[src/common/spi_option_pkg.sv]
// Constants, register layout and state carrier of the serial option-control block.
// Assumes a byte-wide register port with a small address space.
package spi_option_pkg;

  // ---------------------------------------------------------------------------
  // Register port
  // ---------------------------------------------------------------------------
  localparam int unsigned ADDR_W = 3;
  localparam int unsigned DATA_W = 8;

  localparam logic [ADDR_W-1:0] OPT_OFFSET    = 3'h1;
  localparam logic [ADDR_W-1:0] STATUS_OFFSET = 3'h4;
  localparam logic [ADDR_W-1:0] MASK_OFFSET   = 3'h5;
  localparam logic [ADDR_W-1:0] PINS_OFFSET   = 3'h6;

  // ---------------------------------------------------------------------------
  // Option control field positions
  // ---------------------------------------------------------------------------
  localparam int unsigned OPT_MATCH_IRQ_EN  = 7;
  localparam int unsigned OPT_WIDTH_SELECT  = 6;
  localparam int unsigned OPT_MODE_FAULT_EN = 4;
  localparam int unsigned OPT_BIDIR_OE      = 3;
  localparam int unsigned OPT_WAIT_STOP     = 1;
  localparam int unsigned OPT_SINGLE_WIRE   = 0;

  localparam logic [DATA_W-1:0] OPT_RESET      = 8'h00;
  // Positions 5 and 2 are reserved: never stored, read as zero
  localparam logic [DATA_W-1:0] OPT_WRITE_MASK = 8'hdb;

  // ---------------------------------------------------------------------------
  // Event status / mask layout
  // ---------------------------------------------------------------------------
  localparam int unsigned EVT_W          = 4;
  localparam int unsigned EVT_XFER_DONE  = 0;
  localparam int unsigned EVT_MODE_FAULT = 1;
  localparam int unsigned EVT_ABORT      = 2;
  localparam int unsigned EVT_MATCH      = 3;
  localparam logic [EVT_W-1:0] EVT_RESET = 4'h0;

  // ---------------------------------------------------------------------------
  // Transfer framing
  // ---------------------------------------------------------------------------
  localparam int unsigned CNT_W = 6;
  // Two link clock edges per bit
  localparam logic [CNT_W-1:0] EDGES_8  = 6'h10;
  localparam logic [CNT_W-1:0] EDGES_16 = 6'h20;
  localparam logic [CNT_W-1:0] CNT_ZERO = 6'h00;
  localparam logic [CNT_W-1:0] CNT_ONE  = 6'h01;

  typedef enum logic [0:0] {
    XFER_IDLE = 1'b0,
    XFER_BUSY = 1'b1
  } xfer_state_t;

  typedef struct packed {
    logic ss;
    logic mosi;
    logic miso;
    logic sck;
  } pin_in_t;

  typedef struct packed {
    logic ss_o;
    logic ss_oe_n;
    logic mosi_o;
    logic mosi_oe_n;
    logic miso_o;
    logic miso_oe_n;
  } pin_out_t;

  typedef struct packed {
    logic [DATA_W-1:0] opt;
    logic [EVT_W-1:0]  status;
    logic [EVT_W-1:0]  mask;
    xfer_state_t       xfer;
    logic [CNT_W-1:0]  edges;
    logic              sck_prev;
    logic [DATA_W-1:0] rdata;
    logic              irq;
    logic              match_irq;
    pin_out_t          pins;
    logic              serial_in;
    logic              slave_selected;
    logic              ss_gpio;
    logic              status_reset;
    logic              clk_run;
    logic              width_16;
  } opt_state_t;

endpackage : spi_option_pkg

[src/verilog/spi_pin_sync.sv]
// Two-stage (or deeper) synchroniser for pins arriving from outside the clock domain.
// Assumes nothing of the inputs' timing; only the last stage may be read.
`timescale 1ns/1ps
`default_nettype none

module spi_pin_sync #(
  parameter int unsigned STAGES = 2,
  parameter int unsigned WIDTH  = 4
) (
  input  wire logic             clk_i,
  input  wire logic             rst_n_i,
  input  wire logic             ce_i,
  input  wire logic [WIDTH-1:0] async_i,
  output logic      [WIDTH-1:0] sync_o
);

  if (STAGES < 2) begin : g_bad_stages
    $error("spi_pin_sync needs at least two stages");
  end

  logic [WIDTH-1:0] stage_q [STAGES];

  always_ff @(posedge clk_i or negedge rst_n_i) begin
    if (!rst_n_i) begin
      for (int i = 0; i < STAGES; i++) begin
        stage_q[i] <= '0;
      end
    end else if (ce_i) begin
      stage_q[0] <= async_i;
      for (int i = 1; i < STAGES; i++) begin
        stage_q[i] <= stage_q[i-1];
      end
    end
  end

  assign sync_o = stage_q[STAGES-1];

endmodule : spi_pin_sync

`default_nettype wire

[src/verilog/spi_option_control.sv]
// Option control of the serial unit: option register, width, pin routing,
// slave-select function, wait clock stop and event interrupts.
// Assumes master select and select-output enable come from the first control
// register on the same clock; the shifter supplies serial output data.
//
// Functional notes
// - Match flag with enable raises interrupt
// - Width bit sizes transfers 8 or 16
// - Master width change aborts, idles, sets status to that cycle's events
// - Slave ignores mode fault enable; select input
// - Master without fault enable releases select pin
// - Master with fault enable uses select pin
// - Output enable picks fault input or output
// - Master select low slave, high master
// - Bidir enable only matters in single-wire
// - Single-wire: enable drives pin, else input
// - Wait stop bit halts clocks in wait
// - Normal mode uses separate data pins
// - Single-wire master uses only MOSI
// - Single-wire slave uses only MISO
// - Option register readable and writable at one
//
// Design decision made here: the address-and-strobe port.
`timescale 1ns/1ps
`default_nettype none

module spi_option_control
  import spi_option_pkg::*;
#(
  parameter int unsigned SYNC_STAGES = 2
) (
  input  wire logic              clk_i,
  input  wire logic              rst_n_i,
  input  wire logic              ce_i,
  // Register port
  input  wire logic [ADDR_W-1:0] addr_i,
  input  wire logic [DATA_W-1:0] wdata_i,
  input  wire logic              wr_i,
  input  wire logic              rd_i,
  output logic      [DATA_W-1:0] rdata_o,
  // Neighbouring control and status logic
  input  wire logic              master_select_i,
  input  wire logic              select_output_enable_i,
  input  wire logic              receive_match_flag_i,
  input  wire logic              wait_mode_i,
  input  wire logic              serial_out_i,
  output logic                   serial_in_o,
  output logic                   width_16_o,
  output logic                   status_reset_o,
  output logic                   clk_run_o,
  output logic                   slave_selected_o,
  output logic                   ss_gpio_o,
  output logic                   match_irq_o,
  output logic                   irq_o,
  // Serial pins
  input  wire logic              sck_i,
  input  wire logic              ss_i,
  output logic                   ss_o,
  output logic                   ss_oe_n_o,
  input  wire logic              mosi_i,
  output logic                   mosi_o,
  output logic                   mosi_oe_n_o,
  input  wire logic              miso_i,
  output logic                   miso_o,
  output logic                   miso_oe_n_o
);

  if (SYNC_STAGES < 2) begin : g_bad_sync
    $error("spi_option_control needs SYNC_STAGES of at least two");
  end

  // ---------------------------------------------------------------------------
  // Pin synchronisers
  // ---------------------------------------------------------------------------
  pin_in_t pin_async;
  pin_in_t pin_sync;

  assign pin_async = '{ss: ss_i, mosi: mosi_i, miso: miso_i, sck: sck_i};

  spi_pin_sync #(
    .STAGES (SYNC_STAGES),
    .WIDTH  ($bits(pin_in_t))
  ) u_pin_sync (
    .clk_i   (clk_i),
    .rst_n_i (rst_n_i),
    .ce_i    (ce_i),
    .async_i (pin_async),
    .sync_o  (pin_sync)
  );

  // ---------------------------------------------------------------------------
  // State
  // ---------------------------------------------------------------------------
  opt_state_t s_q;
  opt_state_t s_d;

  localparam opt_state_t STATE_RESET = '{
    opt:            OPT_RESET,
    status:         EVT_RESET,
    mask:           EVT_RESET,
    xfer:           XFER_IDLE,
    edges:          CNT_ZERO,
    sck_prev:       1'b0,
    rdata:          '0,
    irq:            1'b0,
    match_irq:      1'b0,
    pins:           '{ss_o: 1'b1, ss_oe_n: 1'b1, mosi_o: 1'b0, mosi_oe_n: 1'b1,
                      miso_o: 1'b0, miso_oe_n: 1'b1},
    serial_in:      1'b0,
    slave_selected: 1'b0,
    ss_gpio:        1'b0,
    status_reset:   1'b0,
    clk_run:        1'b1,
    width_16:       1'b0
  };

  // ---------------------------------------------------------------------------
  // Next-state logic
  // ---------------------------------------------------------------------------
  logic [DATA_W-1:0] opt_wr;
  logic              width_change;
  logic              fault_en;
  logic              single_wire;
  logic              bidir_oe;
  logic              sck_edge;
  logic              xfer_done;
  logic              mode_fault;
  logic [CNT_W-1:0]  edges_needed;
  logic [EVT_W-1:0]  evt_set;
  logic [EVT_W-1:0]  evt_clr;

  always_comb begin
    s_d          = s_q;
    opt_wr       = s_q.opt;
    width_change = 1'b0;
    sck_edge     = 1'b0;
    xfer_done    = 1'b0;
    mode_fault   = 1'b0;
    evt_set      = '0;
    evt_clr      = '0;

    // Register writes
    if (wr_i && addr_i == OPT_OFFSET) begin
      opt_wr = wdata_i & OPT_WRITE_MASK;
    end
    if (wr_i && addr_i == STATUS_OFFSET) begin
      evt_clr = wdata_i[EVT_W-1:0];
    end
    if (wr_i && addr_i == MASK_OFFSET) begin
      s_d.mask = wdata_i[EVT_W-1:0];
    end
    s_d.opt = opt_wr;

    fault_en    = s_d.opt[OPT_MODE_FAULT_EN];
    single_wire = s_d.opt[OPT_SINGLE_WIRE];
    bidir_oe    = s_d.opt[OPT_BIDIR_OE] & single_wire;

    // Only a master aborts on a width change; a slave follows its partner
    width_change = master_select_i &&
                   (opt_wr[OPT_WIDTH_SELECT] != s_q.opt[OPT_WIDTH_SELECT]);

    // Clock stop in wait mode freezes framing of the link
    s_d.clk_run = !(wait_mode_i && s_d.opt[OPT_WAIT_STOP]);

    // Transfer framing from link clock edges
    s_d.width_16 = s_d.opt[OPT_WIDTH_SELECT];
    edges_needed = s_d.width_16 ? EDGES_16 : EDGES_8;
    s_d.sck_prev = pin_sync.sck;
    sck_edge     = s_q.clk_run && (pin_sync.sck != s_q.sck_prev);

    case (s_q.xfer)
      XFER_IDLE: begin
        if (sck_edge) begin
          s_d.xfer  = XFER_BUSY;
          s_d.edges = CNT_ONE;
        end
      end
      XFER_BUSY: begin
        if (sck_edge) begin
          s_d.edges = s_q.edges + CNT_ONE;
          if (s_d.edges >= edges_needed) begin
            s_d.xfer  = XFER_IDLE;
            s_d.edges = CNT_ZERO;
            xfer_done = 1'b1;
          end
        end
      end
      default: begin
        s_d.xfer  = XFER_IDLE;
        s_d.edges = CNT_ZERO;
      end
    endcase

    s_d.status_reset = width_change;
    if (width_change) begin
      s_d.xfer  = XFER_IDLE;
      s_d.edges = CNT_ZERO;
    end

    // Slave-select pin function
    s_d.pins.ss_o      = 1'b1;
    s_d.pins.ss_oe_n   = 1'b1;
    s_d.ss_gpio        = 1'b0;
    s_d.slave_selected = 1'b0;
    if (!master_select_i) begin
      s_d.slave_selected = !pin_sync.ss;
    end else if (!fault_en) begin
      s_d.ss_gpio = 1'b1;
    end else if (!select_output_enable_i) begin
      mode_fault = !pin_sync.ss;
    end else begin
      s_d.pins.ss_oe_n = 1'b0;
      s_d.pins.ss_o    = !(s_d.xfer == XFER_BUSY);
    end

    // Data pin routing
    s_d.pins.mosi_o    = serial_out_i;
    s_d.pins.miso_o    = serial_out_i;
    s_d.pins.mosi_oe_n = 1'b1;
    s_d.pins.miso_oe_n = 1'b1;
    if (!single_wire) begin
      if (master_select_i) begin
        s_d.pins.mosi_oe_n = 1'b0;
        s_d.serial_in      = pin_sync.miso;
      end else begin
        s_d.pins.miso_oe_n = 1'b0;
        s_d.serial_in      = pin_sync.mosi;
      end
    end else if (master_select_i) begin
      s_d.pins.mosi_oe_n = !bidir_oe;
      s_d.serial_in      = pin_sync.mosi;
    end else begin
      s_d.pins.miso_oe_n = !bidir_oe;
      s_d.serial_in      = pin_sync.miso;
    end

    // Sticky events: a set in the same cycle as its clear wins
    evt_set[EVT_XFER_DONE]  = xfer_done;
    evt_set[EVT_MODE_FAULT] = mode_fault;
    evt_set[EVT_ABORT]      = width_change;
    evt_set[EVT_MATCH]      = receive_match_flag_i;
    if (width_change) begin
      s_d.status = evt_set;
    end else begin
      s_d.status = (s_q.status & ~evt_clr) | evt_set;
    end

    s_d.match_irq = s_d.opt[OPT_MATCH_IRQ_EN] & receive_match_flag_i;
    s_d.irq       = |(s_d.status & s_d.mask);

    // Read data stand in the cycle after the strobe only
    s_d.rdata = '0;
    if (rd_i) begin
      case (addr_i)
        OPT_OFFSET:    s_d.rdata = s_q.opt & OPT_WRITE_MASK;
        STATUS_OFFSET: s_d.rdata = {{(DATA_W-EVT_W){1'b0}}, s_q.status};
        MASK_OFFSET:   s_d.rdata = {{(DATA_W-EVT_W){1'b0}}, s_q.mask};
        PINS_OFFSET:   s_d.rdata = {{(DATA_W-4){1'b0}}, pin_sync};
        default:       s_d.rdata = '0;
      endcase
    end
  end

  // ---------------------------------------------------------------------------
  // State register
  // ---------------------------------------------------------------------------
  always_ff @(posedge clk_i or negedge rst_n_i) begin
    if (!rst_n_i) begin
      s_q <= STATE_RESET;
    end else if (ce_i) begin
      s_q <= s_d;
    end
  end

  // ---------------------------------------------------------------------------
  // Outputs
  // ---------------------------------------------------------------------------
  assign rdata_o          = s_q.rdata;
  assign serial_in_o      = s_q.serial_in;
  assign width_16_o       = s_q.width_16;
  assign status_reset_o   = s_q.status_reset;
  assign clk_run_o        = s_q.clk_run;
  assign slave_selected_o = s_q.slave_selected;
  assign ss_gpio_o        = s_q.ss_gpio;
  assign match_irq_o      = s_q.match_irq;
  assign irq_o            = s_q.irq;
  assign ss_o             = s_q.pins.ss_o;
  assign ss_oe_n_o        = s_q.pins.ss_oe_n;
  assign mosi_o           = s_q.pins.mosi_o;
  assign mosi_oe_n_o      = s_q.pins.mosi_oe_n;
  assign miso_o           = s_q.pins.miso_o;
  assign miso_oe_n_o      = s_q.pins.miso_oe_n;

endmodule : spi_option_control

`default_nettype wire

[config.mk]
export PLATFORM = sky130hd
export DESIGN_NAME = spi_option_control
export DESIGN_NICKNAME = d
export VERILOG_FILES = /design/src/common/spi_option_pkg.sv /design/src/verilog/spi_pin_sync.sv /design/src/verilog/spi_option_control.sv
export SDC_FILE = /design/constraint.sdc
export NUM_CORES = 1
export LEC_CHECK = 0
export ABC_AREA = 0
export BUFFER_PORTS_ARGS = -buffer_cell sky130_fd_sc_hd__buf_2
export CAP_MARGIN = 20
export CELL_PAD_IN_SITES_DETAIL_PLACEMENT = 0
export CELL_PAD_IN_SITES_GLOBAL_PLACEMENT = 2
export CORE_MARGIN = 2
export CORE_UTILIZATION = 39
export CTS_BUF_LIST = sky130_fd_sc_hd__clkbuf_4 sky130_fd_sc_hd__clkbuf_8
export CTS_CLUSTER_DIAMETER = 120
export DETAILED_ROUTE_END_ITERATION = 8
export HOLD_SLACK_MARGIN = 0.08
export PLACE_DENSITY_LB_ADDON = 0.1
export RECOVER_POWER = 25
export SLEW_MARGIN = 5
export SYNTH_ARGS = -nofsm -noshare
export SYNTH_HDL_FRONTEND = slang
export SYNTH_SLANG_ARGS = --single-unit
export TNS_END_PERCENT = 50
[constraint.sdc]
create_clock -name clk_i -period 5.5 [get_ports clk_i]
set_input_delay 0.55 -clock clk_i [delete_from_list [all_inputs] [get_ports clk_i]]
set_output_delay 0.55 -clock clk_i [all_outputs]
set_load 0.02 [all_outputs]
==> results.toml <==
[routing]
ant_nets = 0
drt_iter0_drc = 84
dr.pass1.iters = 4
drt_wl_total_um = 5480
vias = 1795
vias_per_cell = 5.31
remaining_drc_errors = 0
wl_per_cell_um = 16.2

[die]
die_width_um = 83.4
die-area_sq_um = 6960
pin_count = 47
start_util_pct = 40.8
die_h_um = 83.4
rows = 28
core-area_sq_um = 6030

[global_routing]
grt_overflow = 0
grt_pass1_vias = 1820
grt_start_max_net_pins = 50
grt_util_all_layers_pct = 16.7
grt_pass1_wl_um = 9300
antenna_found_initial = 0

[job]
cap_violations = 1

[setup_path]
cp.arrival_ps = 2560
cp_slowest_cell = "clkbuf_1"
worstPathRequired_ps = 5330
cpPeakStageDelay_ps = 1900
cp-end-kind = "async pin"
path_buf_inv = 2
start_kind = "primary input"
cp.depth = 2
critPathTopFamily = "buffers and inverters"
critPathKind = "in -> async"
reg2reg_depth = 5
crit_fanout = 49
critical_path.cell_chain = "buf_2 > clkbuf_1"

[sta]
fin_skew_ps = 5.81
relSlewSlack_pct = -80.2
post-route-min-period_ps = 2730
finalCritPeriodShare_pct = 49.6
maxSlewViolCount = 50
worstMarginPinSlew_ps = 2700
fmax_mhz = 366
fin_tns_setup_ps = 0
finalHoldViolations = 0
rsz0062_at_grt = "false"
final-setup-viol-count = 0
holdWs_ps = 382

[status]
violations = "capacitance limit, slew limit"
status = "complete, but fails checks"

[clock_tree]
cts.path.max_buffers = 2
cts_setup_buffers = 0
cts.sinks = 49
hold_buffers = 0
h-tree-depth = 2
cts_tree = "done"
clkTransAtPathRegs_ps = 90
cts_resized = 0
root_buffer = "clkbuf_8"
cts-buffers-inserted = 5
clkLatencyLatePin_ps = 300

[synthesis]
synthCells = 230
synth_top_flop_cell = "dfrtp_1"
synth_cell_types = 45
ys_ff_latch = 49
ys_warn_count = 0
synth_nets = 256
synthArstFlopShare_pct = 100
synth.cell_area_sq_um = 2460
seq_area_frac_synth_pct = 50.1
synth_edf_count = 0
avgSynthCellArea_sq_um = 10.7

[power]
p_total_mw = 0.954
irDropWorstVdd_v = 0.000153
p_leak_nw = 1.24
power.density_nw_per_um2 = 344

[layout]
finish.instance_area_sq_um = 2780
area_delta_synth_final_pct = 12.9
seqCellArea_sq_um = 1230
drive_above_1_share_pct = 31.9
multi_input_area_sq_um = 1080
diodes = 0
layout_common_cells = "44 x buf_2, 44 x dfrtp_1, 22 x mux2_2"
nFillCells = 589
nets = 288

[placement]
post_dp_cell_area_sq_um = 2660
hpwl_um = 3750
routabilityCongestion = 0.783
port_buffers = 44

[hold_path]
min_path_type = "in -> reg"
hold_path_depth = 2
==> cell usage after synthesis, drive strengths merged, types with 2 or more instances <==
cell | count | share of area, %
nand4 | 3 | 0.76
a31oi | 4 | 1.0
inv | 4 | 0.61
and2 | 2 | 0.51
nand3 | 7 | 1.4
dfrtp | 44 | 45
o21bai | 2 | 0.61
buf | 14 | 4.1
mux2i | 11 | 4.5
nand2 | 21 | 3.2
nor2b | 3 | 0.76
xnor2 | 2 | 0.71
and3 | 2 | 0.51
xor2 | 2 | 0.71
a22o | 2 | 0.71
dfstp | 5 | 5.3
a22oi | 4 | 1.4
a21oi | 10 | 2.0
o2bb2ai | 9 | 3.2
nor2 | 21 | 3.2
o21ai | 10 | 2.0
clkbuf | 7 | 1.1
mux2 | 22 | 10
==> routing by layer <==
layer  GRT usage, %  wire [um]  vias to the layer above
li1               -          -                      878
met1           25.6       2800                      869
met2           23.7       2390                       46
met3           3.68        263                        2
met4           4.11         23                        0
met5              0          0                        -
==> flip-flops by register name (all words and copies together) (netlist names), 4 cells and up <==
signal,flops
s_q,22
rdata_o,7
u_pin_sync.stage_q,4
u_pin_sync.sync_o,4
==> layout make-up <==
class,count,area share [%]
clock buffers,6,2.97
well taps,75,3.38
inverters,5,0.676
flip-flops and latches,49,44.4
multi-input cells,155,38.9
repair buffers,46,8.33
clock inverters,2,1.35
==> power breakdown <==
part	internal (mW)	total [mW]	switching (mW)
logic	0.0949	0.215	0.120
registers	0.423	0.470	0.0469
clock network	0.148	0.270	0.122
==> logic make-up after synthesis <==
| family | after synthesis | synth area share (%) |
|---|---|---|
| muxes | 33 | 14.5 |
| xor gates and xnor gates | 4 | 1.42 |
| buffers and inverters | 26 | 5.95 |
| other | 1 | 0.152 |
| and+or+nand+nor | 67 | 13.5 |
| DFF | 49 | 50.1 |
| adders and majority gates | 1 | 0.509 |
| AOI/OAI and AO/OA | 49 | 13.8 |
==> worst paths after layout <==
path / startpoint / endpoint / slack (ps)
max: rst_n_i / s_q[26] / 2770
max in group clk_i: addr_i[0] / s_q[26] / 3050
min in group asynchronous: rst_n_i / rdata_o[7] / 1190
max reg2reg: s_q[44] / s_q[26] / 3490
min reg2reg: match_irq_o / match_irq_o / 480
min: wait_mode_i / clk_run_o / 380
==> per-stage QoR <==
step / instances / setup WS (ps) / util [%]
after detailed placement: 330 / 2730 / 44.2
after global routing: 338 / 2230 / 46.1
after CTS: 338 / 3060 / 46.2
after global placement: 330 / 2770 / 44.2
final: 338 / 2770 / 46.1
after floorplan: 230 / 3300 / -
(Power assumes the default switching activity.)
